**src/hw/irq_front_pkg.sv**
```systemverilog
/*
 Constants, register map and state codes shared by the interrupt front end.
 Assumes a single 20 MHz clock domain and 32-bit classic Wishbone registers.
*/
package irq_front_pkg;

	// Register byte offsets
	localparam logic [7:0] ROUTE_A_OFS = 8'h00;
	localparam logic [7:0] ROUTE_B_OFS = 8'h04;
	localparam logic [7:0] ROUTE_C_OFS = 8'h08;
	localparam logic [7:0] ROUTE_D_OFS = 8'h0c;
	localparam logic [7:0] SIRQ_CTRL_OFS = 8'h10;
	localparam logic [7:0] SIRQ_STAT_OFS = 8'h14;

	// Route control fields
	localparam int ROUTE_DIS_BIT = 7;
	localparam logic [7:0] ROUTE_RST = 8'h80;
	localparam logic [15:0] ROUTE_OK_MASK = 16'hdef8;

	// Serial control fields
	localparam int CTRL_EN_BIT = 0;
	localparam int CTRL_EXT_LSB = 1;
	localparam int CTRL_QUIET_BIT = 4;
	localparam int CTRL_FRAMES_LSB = 8;
	localparam logic CTRL_EN_RST = 1'b1;
	localparam logic [2:0] CTRL_EXT_RST = 3'h3;
	localparam logic CTRL_QUIET_RST = 1'b0;
	localparam logic [5:0] CTRL_FRAMES_RST = 6'h15;

	// Serial timing in clocks
	localparam logic [2:0] START_EXT_MIN = 3'h3;
	localparam logic [2:0] STOP_QUIET_LEN = 3'h2;
	localparam logic [2:0] STOP_CONT_LEN = 3'h3;

	// Frame numbers
	localparam logic [5:0] FR_MGMT = 6'h03;
	localparam logic [5:0] FR_IRQ_FIRST = 6'h02;
	localparam logic [5:0] FR_IRQ_LAST = 6'h10;
	localparam logic [5:0] FR_PCI_FIRST = 6'h12;
	localparam logic [5:0] FR_PCI_LAST = 6'h15;

	typedef enum logic [6:0] {
		ST_IDLE = 7'h01,
		ST_START_LOW = 7'h02,
		ST_START_HIGH = 7'h04,
		ST_FRAME = 7'h08,
		ST_STOP_LOW = 7'h10,
		ST_STOP_HIGH = 7'h20,
		ST_GAP = 7'h40
	} sirq_state_e;

endpackage : irq_front_pkg

```
**src/hw/irq_line_sync.sv**
```systemverilog
/*
 Two-flop synchroniser for a group of asynchronous level inputs.
 Assumes the inputs change slowly compared with the clock.
*/
`timescale 1ns/100ps
module irq_line_sync #(
	parameter int W = 4,
	parameter logic [W-1:0] RST_VAL = '1
) (
	input wire logic clk_i,
	input wire logic rst_i,
	input wire logic [W-1:0] async_i,
	output logic [W-1:0] sync_o
);
	logic [W-1:0] meta_reg;
	logic [W-1:0] sync_reg;

	// First stage is read only by the second stage
	always_ff @(posedge clk_i) begin
		if (rst_i) begin
			meta_reg <= RST_VAL;
			sync_reg <= RST_VAL;
		end else begin
			meta_reg <= async_i;
			sync_reg <= meta_reg;
		end
	end

	assign sync_o = sync_reg;
endmodule : irq_line_sync

```
**src/hw/irq_route_mux.sv**
```systemverilog
/*
 Steering multiplexer: maps each active PCI interrupt onto one legacy input.
 Assumes active-high request levels and one 8-bit route control per line.
*/
`timescale 1ns/100ps
module irq_route_mux
	import irq_front_pkg::*;
#(
	parameter int LINES = 4
) (
	input wire logic [LINES-1:0] req_i,
	input wire logic [8*LINES-1:0] route_i,
	output logic [15:0] irq_o
);
	logic [15:0] part [LINES+1];

	assign part[0] = 16'h0000;

	genvar g;
	generate
		for (g = 0; g < LINES; g++) begin : g_line
			logic [3:0] sel;
			logic ok;
			assign sel = route_i[8*g +: 4];
			// Disabled or unlisted targets leave the line unrouted
			assign ok = !route_i[8*g+ROUTE_DIS_BIT] && ROUTE_OK_MASK[sel]; // [RQ1] [RQ4] [RQ5] [RQ25]
			// Shared targets simply OR together
			assign part[g+1] = part[g] | ((ok && req_i[g]) ? (16'h0001 << sel) : 16'h0000); // [RQ3]
		end
	endgenerate

	assign irq_o = part[LINES];
endmodule : irq_route_mux

```
**src/hw/pci_irq_steering_serial_irq_host.sv**
```systemverilog
/*
 PCI interrupt steering and serial interrupt host, with a Wishbone slave.
 Assumes one 20 MHz clock, synchronous serial line input, external pull-up.
*/
// The Wishbone register port and the placing of the registers were chosen for this implementation.
// What this block does
// [RQ1] Steer four PCI lines to eleven legacy inputs
// [RQ2] Synchronise PCI lines before the multiplexer
// [RQ3] Several lines may share one input
// [RQ4] Route target from bits 0 to 3
// [RQ5] Bit 7 disables routing of line
// [RQ6] PCI lines active low, level sensitive
// [RQ7] Serial line open collector, pull low only
// [RQ8] Peripheral restarts stopped clock before signalling
// [RQ9] Quiet start pulse is one clock low
// [RQ10] Host extends start low 3 to 7 clocks
// [RQ11] Drive high one clock, then release
// [RQ12] Continuous mode: host originates 4-8 clock start
// [RQ13] Reset in continuous; quiet only via stop
// [RQ14] Frames: sample, recovery, turn-around phases
// [RQ15] Peripheral drives only in its sample phase
// [RQ16] Decode frame n at 2+3(n-1)
// [RQ17] Ignore frame one, channel check, unassigned
// [RQ18] Management frame asserts external management output
// [RQ19] Host never drives data frames
// [RQ20] Stop low 2 for quiet, 3 continuous
// [RQ21] Next start from second clock after stop
// [RQ22] OR serial interrupts with legacy inputs
// [RQ23] Level inputs pass without edge detection
// [RQ24] Stop right after last frame, default 21
// [RQ25] Invalid route target leaves line unrouted
`timescale 1ns/100ps
module pci_irq_steering_serial_irq_host
	import irq_front_pkg::*;
(
	input wire logic clk_i,
	input wire logic rst_i,
	input wire logic wb_cyc_i,
	input wire logic wb_stb_i,
	input wire logic wb_we_i,
	input wire logic [7:0] wb_adr_i,
	input wire logic [3:0] wb_sel_i,
	input wire logic [31:0] wb_dat_i,
	output logic [31:0] wb_dat_o,
	output logic wb_ack_o,
	input wire logic [3:0] pci_irq_lines_a_to_d_n_i,
	input wire logic [15:0] legacy_irq_i,
	input wire logic serial_irq_line_i,
	output logic serial_irq_line_o,
	output logic serial_irq_line_oe_o,
	output logic [15:0] irq_o,
	output logic external_mgmt_irq_out_n_o
);

	////////////////////////////////////////////////////////////////////////////
	// Registers and bus slave

	logic [7:0] route_reg [4];
	logic ctrl_en_reg;
	logic [2:0] ctrl_ext_reg;
	logic ctrl_quiet_reg;
	logic [5:0] ctrl_frames_reg;
	logic ack_reg;
	logic [31:0] rdat_reg;
	logic [15:0] ser_irq_reg;
	logic [3:0] ser_pci_reg;
	logic mgmt_reg;
	logic mgmt_n_reg;
	logic mode_quiet_reg;
	sirq_state_e state_reg;
	sirq_state_e state_next;

	logic req;
	logic wr;
	logic [31:0] rdat_next;

	assign req = wb_cyc_i && wb_stb_i && !ack_reg;
	assign wr = req && wb_we_i;

	always_comb begin
		rdat_next = 32'h0000_0000;
		case (wb_adr_i)
			ROUTE_A_OFS: rdat_next = {24'h00_0000, route_reg[0]};
			ROUTE_B_OFS: rdat_next = {24'h00_0000, route_reg[1]};
			ROUTE_C_OFS: rdat_next = {24'h00_0000, route_reg[2]};
			ROUTE_D_OFS: rdat_next = {24'h00_0000, route_reg[3]};
			SIRQ_CTRL_OFS: begin
				rdat_next[CTRL_EN_BIT] = ctrl_en_reg;
				rdat_next[CTRL_EXT_LSB +: 3] = ctrl_ext_reg;
				rdat_next[CTRL_QUIET_BIT] = ctrl_quiet_reg;
				rdat_next[CTRL_FRAMES_LSB +: 6] = ctrl_frames_reg;
			end
			SIRQ_STAT_OFS: rdat_next = {9'h000, state_reg != ST_IDLE, mode_quiet_reg, mgmt_reg,
				ser_pci_reg, ser_irq_reg};
			default: rdat_next = 32'h0000_0000;
		endcase
	end

	// One wait-free answer: ack the cycle after the request, unmapped reads zero
	always_ff @(posedge clk_i) begin
		if (rst_i) begin
			ack_reg <= 1'b0;
			rdat_reg <= 32'h0000_0000;
		end else begin
			ack_reg <= req;
			if (req && !wb_we_i) begin
				rdat_reg <= rdat_next;
			end
		end
	end

	genvar g;
	generate
		for (g = 0; g < 4; g++) begin : g_route
			always_ff @(posedge clk_i) begin
				if (rst_i) begin
					route_reg[g] <= ROUTE_RST;
				end else if (wr && wb_sel_i[0] && wb_adr_i == ROUTE_A_OFS + 8'(4 * g)) begin
					route_reg[g] <= wb_dat_i[7:0];
				end
			end
		end
	endgenerate

	always_ff @(posedge clk_i) begin
		if (rst_i) begin
			ctrl_en_reg <= CTRL_EN_RST;
			ctrl_ext_reg <= CTRL_EXT_RST;
			ctrl_quiet_reg <= CTRL_QUIET_RST;
			ctrl_frames_reg <= CTRL_FRAMES_RST;
		end else if (wr && wb_adr_i == SIRQ_CTRL_OFS) begin
			if (wb_sel_i[0]) begin
				ctrl_en_reg <= wb_dat_i[CTRL_EN_BIT];
				ctrl_ext_reg <= wb_dat_i[CTRL_EXT_LSB +: 3];
				ctrl_quiet_reg <= wb_dat_i[CTRL_QUIET_BIT];
			end
			if (wb_sel_i[1]) begin
				ctrl_frames_reg <= wb_dat_i[CTRL_FRAMES_LSB +: 6];
			end
		end
	end

	////////////////////////////////////////////////////////////////////////////
	// Steering

	logic [3:0] pci_sync_n;
	logic [15:0] steered;
	logic [31:0] route_flat;
	logic [15:0] irq_reg;

	irq_line_sync #(.W(4), .RST_VAL(4'hf)) u_sync (
		.clk_i(clk_i),
		.rst_i(rst_i),
		.async_i(pci_irq_lines_a_to_d_n_i),
		.sync_o(pci_sync_n)
	); // [RQ2]

	assign route_flat = {route_reg[3], route_reg[2], route_reg[1], route_reg[0]};

	irq_route_mux #(.LINES(4)) u_mux (
		.req_i(~pci_sync_n | ser_pci_reg),
		.route_i(route_flat),
		.irq_o(steered)
	); // [RQ6]

	// Plain levels reach the controller, so level-mode inputs see no edge logic
	always_ff @(posedge clk_i) begin
		if (rst_i) begin
			irq_reg <= 16'h0000;
		end else begin
			irq_reg <= legacy_irq_i | ser_irq_reg | steered; // [RQ22] [RQ23] [RQ3]
		end
	end

	////////////////////////////////////////////////////////////////////////////
	// Serial interrupt host

	logic [2:0] cnt_reg;
	logic [1:0] phase_reg;
	logic [5:0] frame_no_reg;
	logic stop_quiet_reg;
	logic oe_reg;
	logic out_reg;
	logic [2:0] ext_eff;
	logic [5:0] fn;
	logic sampling;

	// Short extension values are raised to the legal minimum
	assign ext_eff = (ctrl_ext_reg < START_EXT_MIN) ? START_EXT_MIN : ctrl_ext_reg;
	assign fn = frame_no_reg + 6'h01;
	assign sampling = state_reg == ST_FRAME && phase_reg == 2'h0;

	always_comb begin
		state_next = state_reg;
		case (state_reg)
			ST_IDLE: begin
				if (ctrl_en_reg && (!mode_quiet_reg || !serial_irq_line_i)) begin
					state_next = ST_START_LOW; // [RQ12] [RQ10]
				end
			end
			ST_START_LOW: begin
				if (cnt_reg == 3'h0) begin
					state_next = ST_START_HIGH;
				end
			end
			ST_START_HIGH: state_next = ST_FRAME;
			ST_FRAME: begin
				if (phase_reg == 2'h2 && frame_no_reg == ctrl_frames_reg) begin
					state_next = ST_STOP_LOW; // [RQ24]
				end
			end
			ST_STOP_LOW: begin
				if (cnt_reg == 3'h0) begin
					state_next = ST_STOP_HIGH;
				end
			end
			ST_STOP_HIGH: state_next = ST_GAP;
			ST_GAP: state_next = ST_IDLE; // [RQ21]
			default: state_next = ST_IDLE;
		endcase
	end

	always_ff @(posedge clk_i) begin
		if (rst_i) begin
			state_reg <= ST_IDLE;
		end else begin
			state_reg <= state_next;
		end
	end

	// Low-time counter; a quiet start already had one low clock from the peripheral
	always_ff @(posedge clk_i) begin
		if (rst_i) begin
			cnt_reg <= 3'h0;
		end else if (state_reg == ST_IDLE) begin
			cnt_reg <= mode_quiet_reg ? ext_eff - 3'h1 : ext_eff; // [RQ10] [RQ12]
		end else if (state_reg == ST_FRAME) begin
			cnt_reg <= ctrl_quiet_reg ? STOP_QUIET_LEN - 3'h1 : STOP_CONT_LEN - 3'h1; // [RQ20]
		end else if (cnt_reg != 3'h0) begin
			cnt_reg <= cnt_reg - 3'h1;
		end
	end

	always_ff @(posedge clk_i) begin
		if (rst_i) begin
			phase_reg <= 2'h0;
			frame_no_reg <= 6'h00;
		end else if (state_reg == ST_START_LOW) begin
			phase_reg <= 2'h1;
			frame_no_reg <= 6'h00;
		end else if (state_reg == ST_START_HIGH || state_reg == ST_FRAME) begin
			phase_reg <= (phase_reg == 2'h2) ? 2'h0 : phase_reg + 2'h1; // [RQ14]
			if (sampling) begin
				frame_no_reg <= fn;
			end
		end
	end

	// Mode changes only at the end of a stop frame
	always_ff @(posedge clk_i) begin
		if (rst_i) begin
			stop_quiet_reg <= 1'b0;
			mode_quiet_reg <= 1'b0; // [RQ13]
		end else begin
			if (state_reg == ST_FRAME) begin
				stop_quiet_reg <= ctrl_quiet_reg;
			end
			if (state_reg == ST_STOP_HIGH) begin
				mode_quiet_reg <= stop_quiet_reg; // [RQ13]
			end
		end
	end

	// Frame decode; frame one, channel check and spare frames are dropped
	always_ff @(posedge clk_i) begin
		if (rst_i) begin
			ser_irq_reg <= 16'h0000;
			ser_pci_reg <= 4'h0;
			mgmt_reg <= 1'b0;
			mgmt_n_reg <= 1'b1;
		end else if (sampling) begin
			if (fn == FR_MGMT) begin
				mgmt_reg <= !serial_irq_line_i; // [RQ18]
				mgmt_n_reg <= serial_irq_line_i; // [RQ18]
			end else if (fn >= FR_IRQ_FIRST && fn <= FR_IRQ_LAST) begin
				ser_irq_reg[4'(fn - 6'h01)] <= !serial_irq_line_i; // [RQ16] [RQ17]
			end else if (fn >= FR_PCI_FIRST && fn <= FR_PCI_LAST) begin
				ser_pci_reg[2'(fn - FR_PCI_FIRST)] <= !serial_irq_line_i; // [RQ16]
			end
		end
	end

	// Drive only low, plus the one-clock high restore; never during data frames
	always_ff @(posedge clk_i) begin
		if (rst_i) begin
			oe_reg <= 1'b0;
			out_reg <= 1'b0;
		end else begin
			oe_reg <= state_next inside {ST_START_LOW, ST_START_HIGH, ST_STOP_LOW,
				ST_STOP_HIGH}; // [RQ7] [RQ19]
			out_reg <= state_next inside {ST_START_HIGH, ST_STOP_HIGH}; // [RQ11]
		end
	end

	assign serial_irq_line_o = out_reg;
	assign serial_irq_line_oe_o = oe_reg;
	assign irq_o = irq_reg;
	assign external_mgmt_irq_out_n_o = mgmt_n_reg;
	assign wb_ack_o = ack_reg;
	assign wb_dat_o = rdat_reg;

	////////////////////////////////////////////////////////////////////////////
	// Checks

	logic [3:0] low_run;

	always_ff @(posedge clk_i) begin
		if (rst_i) begin
			low_run <= 4'h0;
		end else begin
			low_run <= (oe_reg && !out_reg) ? low_run + 4'h1 : 4'h0;
		end
	end
endmodule : pci_irq_steering_serial_irq_host

```
**config.mk**
```make
export PLATFORM = sky130hd
export DESIGN_NAME = pci_irq_steering_serial_irq_host
export DESIGN_NICKNAME = d
export VERILOG_FILES = /design/src/hw/irq_front_pkg.sv /design/src/hw/irq_line_sync.sv /design/src/hw/irq_route_mux.sv /design/src/hw/pci_irq_steering_serial_irq_host.sv
export SDC_FILE = /design/constraint.sdc
export NUM_CORES = 1
export LEC_CHECK = 0
export BUFFER_PORTS_ARGS = -buffer_cell sky130_fd_sc_hd__buf_2
export CORE_UTILIZATION = 55
export CTS_BUF_LIST = sky130_fd_sc_hd__clkbuf_16
export CTS_CLUSTER_SIZE = 30
export DETAILED_ROUTE_END_ITERATION = 8
export HOLD_SLACK_MARGIN = 0.02
export PLACE_DENSITY = 0.86
export SYNTH_ARGS = -nofsm -noshare
export SYNTH_HDL_FRONTEND = slang
export SYNTH_SLANG_ARGS = --single-unit
```
**constraint.sdc**
```tcl
create_clock -name clk_i -period 3.04 [get_ports clk_i]
set_input_delay 0.912 -clock clk_i [delete_from_list [all_inputs] [get_ports clk_i]]
set_output_delay 0.912 -clock clk_i [all_outputs]
set_load 0.03 [all_outputs]
```
# ---- Word level (Yosys, flattened, before mapping)
# Memories as Yosys holds them, arrays and structs flattened.
# Index checks and enable logic that the tools add are counted.
dict set report classes {
  addsub 6
  order_cmp 13
  eq_ne 19
  n_shift 4
  muxes 50
  n_bitwise 13
  reduce_logical 50
}
# operator n
set ops {}
lappend ops {{$or 16x16->16} 5}
lappend ops {{$mux 16} 4}
lappend ops {{$shl 1x4->16 const A} 4}
lappend ops {{$pmux 7 s6} 1}
lappend ops {{$mux 8} 4}
lappend ops {{$pmux 5 s6} 1}
lappend ops {{$mux 7} 4}
lappend ops {{$logic_and 1x1->1} 25}
lappend ops {{$lt 4x5->1 const B} 5}
lappend ops {{$mux 1} 22}
lappend ops {{$bwmux 16} 1}
lappend ops {{$eq 8x4->1 const B} 2}
lappend ops {{$eq 8x5->1 const B} 2}
lappend ops {{$mux 3} 5}
lappend ops {{$pmux 3 s5} 1}
lappend ops {{$eq 7x2->1 const B} 2}
lappend ops {{$eq 7x3->1 const B} 2}
lappend ops {{$eq 7x5->1 const B} 2}
lappend ops {{$eq 7x6->1 const B} 2}
lappend ops {{$le 6x5->1 const B} 2}
lappend ops {{$pmux 6 s2} 1}
lappend ops {{$mux 9} 1}
lappend ops {{$eq 8x3->1 const B} 1}
lappend ops {{$logic_not 1->1} 8}
lappend ops {{other kinds (36)} 48}
dict set report totals {
  regBits 112
  ramBits 32
  romBits 64
  input_bits 70
  out_inout_bits 52
  word_cells 182
  memories 5
}
# memory words word_bits read_ports rd_ports_with_merged_regs wr line_no
set mem_list {}
lappend mem_list {route_reg 4 8 4 0 4 pci_irq_steering_serial_irq_host.sv:58} ;# logic [7:0] route_reg [4];
lappend mem_list {{(no name shown)} 16 1 1 0 0 irq_route_mux.sv:26} ;# assign ok = !route_i[8*g+ROUTE_DIS_BIT] && ROUTE_OK_MASK[sel];
lappend mem_list {{(no name shown)} 16 1 1 0 0 irq_route_mux.sv:26}
lappend mem_list {{(no name shown)} 16 1 1 0 0 irq_route_mux.sv:26}
lappend mem_list {{(no name shown)} 16 1 1 0 0 irq_route_mux.sv:26}

# ---- Longest topological paths before layout
# Gate-level depths: netlist of run 1.
# An unclocked memory read counts as a cell.
dict set report depth {
  word_depth 10
  mapped_depth 9
  mapped_depth_nobuf 8
}

# ---- Cells and area by module
# A second synthesis of run 1 with hierarchy kept.
dict set report unflattened {
  hier_cells 712
  area_unflattened_um2 6839.1
}
# mod n_inst cells_each area_per_inst_um2 seq_area_each_um2
set modules_own_cells {}
lappend modules_own_cells {pci_irq_steering_serial_irq_host 1 620 6083.3 2862.7}
lappend modules_own_cells {irq_route_mux 1 76 545.5 0.0}
lappend modules_own_cells {irq_line_sync 1 16 210.2 160.2}

# ---- Worst setup path before layout of run 1
# OpenSTA, ideal clock, no wires.
dict set report synth_path {
  kind {input port to flip-flop}
  startpoint {in wb_adr_i[1]}
  endpoint {reg ctrl_frames_reg[0]}
  setup_time_ns 0.120
  arrival_ns 2.602
  required_time_ns 2.920
  setup_slack_ns 0.318
  cell_stages 7
  path_buffers 1
  cell_sequence {nor3_1 nand2_1 nor2_1 and4_1 buf_2 nor2b_1 a211o_1}
}
dict set report synth_between {
  elab_chain_cells 3
}
# item line_no
set synth_rtl {}
lappend synth_rtl {{start: declaration} pci_irq_steering_serial_irq_host.sv:41} ;# input wire logic [7:0] wb_adr_i,
lappend synth_rtl {{$eq 8x5->1} pci_irq_steering_serial_irq_host.sv:131} ;# end else if (wr && wb_adr_i == SIRQ_CTRL_OFS) begin
lappend synth_rtl {{$logic_and 1x1->1} pci_irq_steering_serial_irq_host.sv:131}
lappend synth_rtl {{$reduce_and 2->1 (no source line)} --}
lappend synth_rtl {{end signal: assignment} pci_irq_steering_serial_irq_host.sv:138} ;# ctrl_frames_reg <= wb_dat_i[CTRL_FRAMES_LSB +: 6];
lappend synth_rtl {{end: declaration} pci_irq_steering_serial_irq_host.sv:62} ;# logic [5:0] ctrl_frames_reg;
# No other way between the ends.
# A chain may end at the register's enable or synchronous reset.

# ---- Final worst setup path of run 1
dict set report layout_path {
  startpoint {reg frame_no_reg[1]}
  endpoint {reg ser_irq_reg[6]}
}
dict set report layout_between {
  elab_chain_cells 7
  elab_cells_between_ends 14
  cone_classes {2 x add/sub; 4 x order compare; 1 x eq/ne; 3 x mux; 1 x bitwise; 3 x reduce/logical}
}
# item line_no
set layout_rtl {}
lappend layout_rtl {{start: declaration} pci_irq_steering_serial_irq_host.sv:180} ;# logic [5:0] frame_no_reg;
lappend layout_rtl {{start signal: assignment} pci_irq_steering_serial_irq_host.sv:254} ;# frame_no_reg <= fn;
lappend layout_rtl {{$add 6x1->6 *} pci_irq_steering_serial_irq_host.sv:190} ;# assign fn = frame_no_reg + 6'h01;
lappend layout_rtl {{$sub 4x1->4} pci_irq_steering_serial_irq_host.sv:286} ;# ser_irq_reg[4'(fn - 6'h01)] <= !serial_irq_line_i;
lappend layout_rtl {{$lt 4x5->1 (not written as such) / $ge 4x1->1 (equally long branches)} pci_irq_steering_serial_irq_host.sv:286}
lappend layout_rtl {{$logic_and 1x1->1 (not written as such)} pci_irq_steering_serial_irq_host.sv:286}
lappend layout_rtl {{$mux 1 (not written as such)} pci_irq_steering_serial_irq_host.sv:286}
lappend layout_rtl {{$demux 1 s4} pci_irq_steering_serial_irq_host.sv:286}
lappend layout_rtl {{$bwmux 16} pci_irq_steering_serial_irq_host.sv:286}
lappend layout_rtl {{end signal: indexed assignment} pci_irq_steering_serial_irq_host.sv:286}
lappend layout_rtl {{end: declaration} pci_irq_steering_serial_irq_host.sv:65} ;# logic [15:0] ser_irq_reg;
# Every way passes the cells marked *; elsewhere a longest branch is shown, timed or not.

==> results.yml, run 1 <==
timing:
  finalCriticalPeriod_ns: 2.63
  slew_viol_final: 0
  worst_clock_skew_ns: 0.00810
  min_period_over_period_pct: 86.5
  fin_setup_tns_ns: 0
  worst_slew_pin_slew_ns: 0.883
  setup_viol: 0
  rsz0062_at_grt: "no"
  slew_headroom_pct: 41.1
  hold_viol_final: 0
  fmax_ghz: 0.380
  whs_ns: 0.433
yosys:
  yosysWarnings: 0
  yosysTopAreaCell: "dfxtp_1"
  yosysTopAreaCellShare_pct: 31.2
  synth-edff-count: 32
  synth_cells: 712
  yosys.cell_types.count: 68
  syn_area_per_cell_um2: 9.27
  ys_top_cells_by_area: "dfxtp_1 (31%), edfxtp_1 (15%), mux2i_1 (4.9%)"
  yosysSeqAreaShare_pct: 45.8
  syn_area_um2: 6600
  dominantRegCellSynth: "dfxtp_1"
  ys_seq_elements: 135
  synthArstFlopShare_pct: 0
clock_network:
  cts_tree: "yes"
  postCtsResizedCells: 0
  cts_setup_buffers: 0
  clk_path_buf_depth: 2
  clock_latency_ns: 0.43
  cts_buffers: 17
  clockRootBuffer: "clkbuf_16"
  hold_buffers: 0
  cts_max_level: 4
  numClockSinks: 135
  path_clk_slew_ns: 0.06
floorplan:
  pin_count: 122
  die_area_um2: 12400
  die_x_um: 112
  initial_core_util_pct: 57.1
  coreArea_um2: 11600
  rows: 39
  die_h_um: 112
place:
  port_buffers: 92
  dp_hpwl_um: 12700
  gp_congestion: 0.915
detailed_routing:
  drtPass1Iterations: 7
  routed_wl_um: 18000
  post_drt_wl_per_cell_um: 18.8
  vias_per_cell: 6.24
  drtIter0Drc: 563
  drtAntennaViolNets: 0
  num_vias: 5982
  drc: 6
power:
  pwr-share-seq_pct: 43.4
  total_leakage_power_nw: 2.92
  power_density_nw_per_um2: 582
  peakVddDrop_mv: 0.378
  intPower_mw: 3.37
  pwr-share-comb_pct: 11.3
  p_sw_mw: 1.16
  p_clk_share_pct: 45.3
  netSwitchingFraction_pct: 25.6
min_path:
  hold_class: "flop to flop"
  hold_start: "u_sync.meta_reg[2]"
cells_and_area:
  largest_register_ffs: 32
  antennaDiodeCount: 0
  final_nets: 884
  drive_above_1_share_pct: 21.0
  area_growth_pct: 17.9
worst_setup_path:
  critPathTopFamily: "flip-flops"
  cp-start-kind: "flop"
  cpMaxStageDelayCell: "dfxtp_1"
  cpPeakStageDelay_ns: 0.61
  crit_buf_inv: 1
  crit_fanout: 17
  crit_start: "frame_no_reg[1]"
  critPathKind: "flop to flop"
  arrival_ns: 2.99
  r2r_start: "frame_no_reg[1]"
  worstPathRequired_ns: 3.40
  path_cells: "ha_1 > nand3_1 > xnor2_1 > o32a_1 > buf_4 > nor4_1 > mux2i_1"
  endpoint_kind: "flop"
global_routing:
  grt_max_degree: 33
  grt_pass1_wl_um: 28800
  antenna_found_initial: 0
  grt_pass1_vias: 5592
  grt_use_total_pct: 29.7
  overflow: 0
flow_run:
  cap_violations: 0
status:
  status: "finished with violations"
  violations: "DRC"
-- per-layer routing --
metal	routed length [um]	vias up	track usage, %
li1	-	2732	-
met5	0	-	0
met1	7260	2849	37.9
met4	574	0	14.0
met2	8650	342	48.4
met3	1520	59	6.15
-- layout by cell type (no fill, tap or decap), types with 4 or more instances in the layout --
master | Yosys | final
buf_2 | 2 | 92
clkinvlp_4 | 0 | 4
nand4_1 | 6 | 6
nor2b_1 | 17 | 17
nor3_1 | 19 | 19
and2_1 | 32 | 32
nor4_2 | 9 | 9
a31oi_1 | 7 | 7
conb_1 | 1 | 9
a211oi_1 | 14 | 14
nand3_1 | 25 | 25
xnor2_1 | 7 | 7
edfxtp_1 | 32 | 32
buf_4 | 9 | 20
mux2i_1 | 32 | 32
a22oi_1 | 6 | 6
a211o_1 | 8 | 8
and3_1 | 4 | 4
inv_1 | 12 | 14
a21o_1 | 4 | 4
o21ai_0 | 16 | 16
dfxtp_1 | 103 | 103
or3_1 | 5 | 5
xor2_1 | 7 | 7
nor3b_1 | 9 | 9
nor4_1 | 12 | 12
or2_2 | 12 | 12
nand2_1 | 52 | 52
nor2_1 | 70 | 69
nand2b_1 | 29 | 29
clkbuf_16 | 0 | 17
a21oi_1 | 44 | 44
a221oi_1 | 8 | 8
a311oi_1 | 6 | 6
ha_1 | 11 | 11
-- stage by stage --
step	setup slack (ns)	cell area, um2	std cells	power (mW)	util, %
finish	0.411	7780	959	4.53	67.3
global route	0.233	7780	959	4.68	67.3
CTS	0.435	7780	959	4.52	67.3
detailed placement	0.360	7190	927	2.50	62.2
global placement	0.442	7190	927	2.47	62.2
floorplan	0.318	6630	720	2.35	-
-- cell families (layout without fill, tap and decap cells) --
family,after synthesis,in the layout,synth area share (%)
buffers and inverters,60,156,4.19
flip-flops,135,135,45.8
XOR/XNOR,14,14,1.86
multiplexers,32,32,4.85
AO/OA/AOI/OAI,140,140,14.3
adder cells (fa/ha/maj),11,11,2.08
AND/OR/NAND/NOR,319,319,26.8
other,1,9,0.0568
-- cell type report --
| type | instances | area [um2] |
|---|---|---|
| Tap cell | 143 | 179 |
| Multi-Input combinational cell | 525 | 3330 |
| Sequential cell | 135 | 3020 |
| Clock inverter | 15 | 164 |
| Inverter | 12 | 45.0 |
| Fill cell | 893 | 3780 |
| Clock buffer | 17 | 425 |
| Timing Repair Buffer | 112 | 611 |
-- cells in the mapped netlist, types with 17 or more instances --
cell and number:
dfxtp_1 103, nor2_1 70, nand2_1 52, a21oi_1 44, clkbuf_1 33, and2_1 32
edfxtp_1 32, mux2i_1 32, nand2b_1 29, nand3_1 25, nor3_1 19, nor2b_1 17
-- power by group through the flow --
stage / combinational, mW / clock [mW] / sequential, mW
after CTS: 0.501 / 2.06 / 1.96
after global routing: 0.560 / 2.15 / 1.97
after detailed placement: 0.497 / 0 / 2.00
after global placement: 0.473 / 0 / 1.99
after floorplan: 0.310 / 0 / 2.04
final: 0.512 / 2.05 / 1.96
-- worst reg2reg max path, cell delays in order (launching register included) --
cell and delay (ns):
dfxtp_1 0.61, ha_1 0.50, nand3_1 0.19, xnor2_1 0.22, o32a_1 0.19, buf_4 0.20, nor4_1 0.42, mux2i_1 0.22
-- final timing paths --
path	end	slack [ns]	depth (start not counted)
max	ser_irq_reg[6]	0.41	7
min	u_sync.sync_o[2]	0.43	1
max reg2reg	ser_irq_reg[6]	0.41	7
min reg2reg	u_sync.sync_o[2]	0.43	1
Note: power is estimated with default switching activity, not from simulation.
==> run 2, diff against run 1 <==
--- a/config.mk
+++ b/config.mk
@@ -5,6 +5,7 @@
 export SDC_FILE = /design/constraint.sdc
 export NUM_CORES = 1
 export LEC_CHECK = 0
+export ABC_AREA = 1
 export BUFFER_PORTS_ARGS = -buffer_cell sky130_fd_sc_hd__buf_2
 export CORE_UTILIZATION = 55
 export CTS_BUF_LIST = sky130_fd_sc_hd__clkbuf_16
==> constraint.sdc (replaced) <==
create_clock -name clk_i -period 2.51 [get_ports clk_i]
set_input_delay 0.753 -clock clk_i [delete_from_list [all_inputs] [get_ports clk_i]]
set_output_delay 0.753 -clock clk_i [all_outputs]
set_load 0.03 [all_outputs]
==> run 2 against run 1 <==
  * The flow now finishes without violations
  * Utilization grew 0.25 points
  * Fmax increased by 19%
  * Sequential cell count is the same
  * Register-to-register slack worse by 0.12 ns
  * Via count up 9.9%
  * Routed wire length rose by 1.4%
  * Area after synthesis is 1.6% higher
  * Sequential power rose by 20%
  * Clock skew barely moved
  * Critical path type unchanged
  * Largest power group unchanged
==> results.yml, run 2 <==
status:
  status: "finished clean"
clock_network:
  clockRootBuffer: "clkbuf_16"
  cts_tree: "yes"
  clock_latency_ns: 0.42
  path_clk_slew_ns: 0.06
  postCtsResizedCells: 0
  cts_buffers: 17
  hold_buffers: 0
  cts_max_level: 4
  cts_setup_buffers: 0
  numClockSinks: 135
  clk_path_buf_depth: 2
detailed_routing:
  drtIter0Drc: 661
  drtPass1Iterations: 5
  drtAntennaViolNets: 0
  num_vias: 6577
  post_drt_wl_per_cell_um: 15.7
  drc: 0
  routed_wl_um: 18300
  vias_per_cell: 5.66
cells_and_area:
  fill_cells: 1001
  final_common_cell: "nand2_1"
  fin_util_pct: 67.5
  multi_input_area_um2: 3060
  drive_above_1_share_pct: 16.9
  regArea_um2: 3020
  layout_common_cells: "nand2_1 (188), nor2_1 (131), inv_1 (112)"
  final_nets: 1088
  antennaDiodeCount: 0
  largest_register_ffs: 32
  area_growth_pct: 17.4
global_routing:
  grt_pass1_vias: 6149
  antenna_found_initial: 0
  grt_pass1_wl_um: 29700
  grt_max_degree: 40
  grt_use_total_pct: 30.4
  overflow: 0
place:
  port_buffers: 92
  place_ws_ns: 0.291
  dp_hpwl_um: 13300
  gp_congestion: 0.989
power:
  finalPower_mw: 5.34
  power_density_nw_per_um2: 678
  peakVddDrop_mv: 0.709
  total_leakage_power_nw: 3.48
min_path:
  hold_class: "flop to flop"
  min_path_cells: 1
  hold_start: "u_sync.meta_reg[3]"
  hold_end: "u_sync.sync_o[3]"
timing:
  fmax_ghz: 0.452
  rsz0062_at_grt: "no"
  setup_ws_ns: 0.296
  worst_clock_skew_ns: 0.00770
  slew_headroom_pct: 52.9
  fin_setup_tns_ns: 0
  slew_viol_final: 0
  setup_viol: 0
  hold_viol_final: 0
  finalCriticalPeriod_ns: 2.21
  min_period_over_period_pct: 88.2
  worst_slew_pin_slew_ns: 0.705
yosys:
  synth_cells: 912
  yosysTopAreaCell: "dfxtp_1"
  yosys.cell_types.count: 43
  yosysTopAreaCellShare_pct: 30.7
  synth.most_common_cell: "nand2_1"
  ys_top_cells_by_area: "dfxtp_1 (31%), edfxtp_1 (14%), nand2_1 (11%)"
  yosysSeqAreaShare_pct: 45.1
  dominantRegCellSynth: "dfxtp_1"
  synthArstFlopShare_pct: 0
  syn_area_um2: 6710
  synth_commonest_cells: "nand2_1 (188), nor2_1 (131), inv_1 (111), dfxtp_1 (103), a21oi_1 (66)"
  yosysWarnings: 0
  ys_seq_elements: 135
  synth-edff-count: 32
  syn_area_per_cell_um2: 7.35
floorplan:
  die_area_um2: 12600
  coreArea_um2: 11700
  initial_core_util_pct: 57.5
  rows: 39
  die_x_um: 112
  die_h_um: 112
  pin_count: 122
worst_setup_path:
  arrival_ns: 2.51
  r2r_start: "frame_no_reg[0]"
  r2r_slack_ns: 0.30
  cp-start-kind: "flop"
  rr_worst_depth: 8
  crit_fanout: 32
  worstPathRequired_ns: 2.81
  critPathKind: "flop to flop"
  endpoint_kind: "flop"
  timing.rr.end: "ser_irq_reg[8]"
flow_run:
  cap_violations: 0
-- run 2: cell count changes after synthesis, sizes merged, moves of 31 or more --
| cell | delta |
|---|---|
| nand2 | +141 |
| nand4 | +31 |
| inv | +103 |
| nor2 | +65 |
| o21ai | +35 |
| mux2i | -32 |
| and2 | -33 |
-- run 2: per-layer routing --
layer	track usage [%]	part of all wire, %	vias to the layer above
li1	-	-	3181
met2	48.9	46	309
met1	38.3	41	3028
met3	6.70	8.6	59
met5	0	0	-
met4	16.2	3.7	0
-- run 2: cell families after synthesis --
logic type,Yosys count,share of synthesized area (%)
DFF,135,45.1
xor gates and xnor gates,2,0.373
and+or+nand+nor,455,29.8
AOI/OAI and AO/OA,153,12.9
adders and majority gates,11,2.05
other,1,0.0559
buffers and inverters,155,9.72
-- run 2: worst max-delay path, cell delays in order (launching register included) --
cell     delay (ns)
dfxtp_1        0.46
ha_1           0.34
nand4_1        0.14
nand2_2        0.16
nor2_4         0.07
a21oi_4        0.57
nand3_1        0.18
nand2_1        0.10
a21oi_1        0.06
-- run 2: area by class of cell --
cell class                      instances  share of cell area [%]
Tap cell                              143                    2.27
Timing Repair Buffer                  108                    7.53
Inverter                              115                    5.48
Sequential cell                       135                    38.4
Clock inverter                         15                    2.07
Clock buffer                           17                    5.40
Multi-Input combinational cell        630                    38.9
-- run 2: worst max-delay path by stage --
stage                     from              end  depth (start not counted)
4_1_cts        frame_no_reg[0]   ser_irq_reg[8]                          8
2_1_floorplan            rst_i  route_reg[0][0]                          5
3_3_place_gp       wb_adr_i[0]     wb_dat_o[11]                         10
6_report       frame_no_reg[0]   ser_irq_reg[8]                          8
5_1_grt        frame_no_reg[0]   ser_irq_reg[8]                          7
3_5_place_dp       wb_adr_i[5]  route_reg[1][5]                          8
-- run 2: where the power goes --
| part | leakage (nW) | internal [mW] | total [mW] | switching (mW) |
|---|---|---|---|---|
| combinational | 2.05 | 0.159 | 0.504 | 0.345 |
| clock | 0.275 | 1.54 | 2.48 | 0.938 |
| sequential | 1.15 | 2.31 | 2.36 | 0.0506 |
| total | 3.48 | 4.01 | 5.34 | 1.33 |
-- run 2: metrics by stage --
| stage | std cells | hold slack [ns] | instance area [um2] |
|---|---|---|---|
| 6_report | 1163 | 0.407 | 7880 |
| 5_1_grt | 1163 | 0.424 | 7880 |
| 4_1_cts | 1163 | 0.408 | 7880 |
| 3_5_place_dp | 1131 | 0.394 | 7290 |
| 3_3_place_gp | 1131 | 0.394 | 7290 |
| 2_1_floorplan | 920 | 0.389 | 6740 |
==> run 3, diff against run 2 <==
--- a/config.mk
+++ b/config.mk
@@ -5,7 +5,6 @@
 export SDC_FILE = /design/constraint.sdc
 export NUM_CORES = 1
 export LEC_CHECK = 0
-export ABC_AREA = 1
 export BUFFER_PORTS_ARGS = -buffer_cell sky130_fd_sc_hd__buf_2
 export CORE_UTILIZATION = 55
 export CTS_BUF_LIST = sky130_fd_sc_hd__clkbuf_16
==> run 3 against run 2 <==
  * The run now ends with DRC left
  * Combinational power up 24%
  * Sequential share of layout area down 0.87 points
  * Worst hold slack better by 0.031 ns
  * Die area down 1.5%
  * Fmax down 6.8%
==> results.yml, run 3 (synthesized netlist as in run 1, its figures left out) <==
status:
  status: "finished with violations"
  violations: "DRC"
cells_and_area:
  area_growth_pct: 22.1
  largest_register_ffs: 32
  final_nets: 903
  stdcell_count: 978
  multi_input_area_um2: 3350
  fill_cells: 835
  final_common_cell: "dfxtp_1"
  drive_above_1_share_pct: 23.1
  fin_util_pct: 69.7
  antennaDiodeCount: 0
  final_cell_area_um2: 8060
  regArea_um2: 3020
  layout_common_cells: "dfxtp_1 (103), buf_2 (92), nor2_1 (69)"
timing:
  slew_headroom_pct: 52.1
  whs_ns: 0.438
  finalCriticalPeriod_ns: 2.38
  min_period_over_period_pct: 94.7
  slew_viol_final: 0
  worst_clock_skew_ns: 0.00651
  setup_viol: 0
  setup_ws_ns: 0.134
  rsz0062_at_grt: "no"
  hold_viol_final: 0
  worst_slew_pin_slew_ns: 0.717
  fin_setup_tns_ns: 0
  fmax_ghz: 0.421
power:
  total_leakage_power_nw: 3.10
  power_density_nw_per_um2: 744
  p_clk_share_pct: 49.8
  pwr-share-comb_pct: 10.5
  p_sw_mw: 1.40
  finalPower_mw: 5.99
  netSwitchingFraction_pct: 23.4
  peakVddDrop_mv: 0.545
  intPower_mw: 4.59
  pwr-share-seq_pct: 39.7
clock_network:
  numClockSinks: 135
  cts_tree: "yes"
  cts_max_level: 4
  cts_buffers: 17
  clock_latency_ns: 0.43
  cts_setup_buffers: 0
  clk_path_buf_depth: 2
  clockRootBuffer: "clkbuf_16"
  hold_buffers: 0
  path_clk_slew_ns: 0.06
worst_setup_path:
  critPathKind: "flop to flop"
  crit_fanout: 13
  arrival_ns: 2.73
  endpoint_kind: "flop"
  cp-start-kind: "flop"
  worstPathRequired_ns: 2.87
place:
  place_ws_ns: 0.0198
  postPlaceCellArea_um2: 7340
  port_buffers: 92
  dp_hpwl_um: 13100
  gp_congestion: 0.914
  dp.cells: 946
floorplan:
  rows: 39
  die_h_um: 112
  die_area_um2: 12400
  initial_core_util_pct: 57.1
  coreArea_um2: 11600
  die_x_um: 112
  pin_count: 122
detailed_routing:
  routed_wl_um: 18200
  wl_met1_um: 7230
  met2RoutedLength_um: 8600
  drtIter0Drc: 510
  wl_met3_um: 1590
  topRoutingLayerUsed: "met4"
  num_vias: 6042
  drtAntennaViolNets: 0
  vias_per_cell: 6.18
  drtPass1Iterations: 9
  post_drt_wl_per_cell_um: 18.6
  drc: 12
global_routing:
  grt_pass1_wl_um: 29100
  grt_pass1_vias: 5837
  grt_use_total_pct: 30.2
  grt_max_degree: 29
  overflow: 0
  antenna_found_initial: 0
flow_run:
  cap_violations: 0
min_path:
  hold_class: "flop to flop"
-- run 3: cell types whose count changed in the layout (fill, tap and decap cells not counted), sizes merged, moves of 11 or more --
cell	before	now
a211oi	3	14
a21oi	67	44
and2	0	33
buf	108	131
inv	116	14
mux2i	0	32
nand2	193	52
nand2b	0	29
nand3	51	26
nand4	37	6
nor2	135	70
nor2b	0	17
nor4	4	22
o21ai	51	16
-- run 3: path summary, 6_finish.rpt --
check / cells past startpoint / slack (ns) / startpoint / end
setup / recovery: 6 / 0.13 / state_reg[3] / ser_irq_reg[6]
setup reg to reg: 6 / 0.13 / state_reg[3] / ser_irq_reg[6]
hold / removal: 1 / 0.44 / u_sync.meta_reg[3] / u_sync.sync_o[3]
hold reg to reg: 1 / 0.44 / u_sync.meta_reg[3] / u_sync.sync_o[3]
-- run 3: power by group through the flow --
stage / logic [mW] / registers, mW / clock network [mW]
2_1_floorplan: 0.375 / 2.47 / 0
3_3_place_gp: 0.581 / 2.41 / 0
3_5_place_dp: 0.607 / 2.42 / 0
4_1_cts: 0.621 / 2.38 / 2.99
5_1_grt: 0.685 / 2.39 / 3.09
6_report: 0.627 / 2.38 / 2.99
-- run 3: metal layers --
layer	GRT usage, %	up-vias
li1	-	2773
met1	37.0	2842
met2	49.5	353
met3	6.97	74
met4	16.3	0
met5	0	-
-- run 3: repair_timing --
action                                  4_1_cts  5_1_grt
gates resized for setup                       0        3
endpoints found under the setup margin        0       18
endpoints found under the hold margin         0        0
-- run 3: area by class of cell --
| cell class | instances | share of cell area (%) |
|---|---|---|
| flip-flops and latches | 135 | 37.5 |
| multi-input cells | 525 | 41.6 |
| inverters | 12 | 0.559 |
| clock buffers | 17 | 5.28 |
| clock inverters | 15 | 3.48 |
| repair buffers | 131 | 9.35 |
| well taps | 143 | 2.22 |
-- run 3: critical path, stage by stage, from the launching register on --
cell	delay, ns
dfxtp_1	0.42
or4b_4	0.53
nor4_4	0.19
nand3_2	0.25
buf_4	0.28
nor4_1	0.41
mux2i_1	0.22
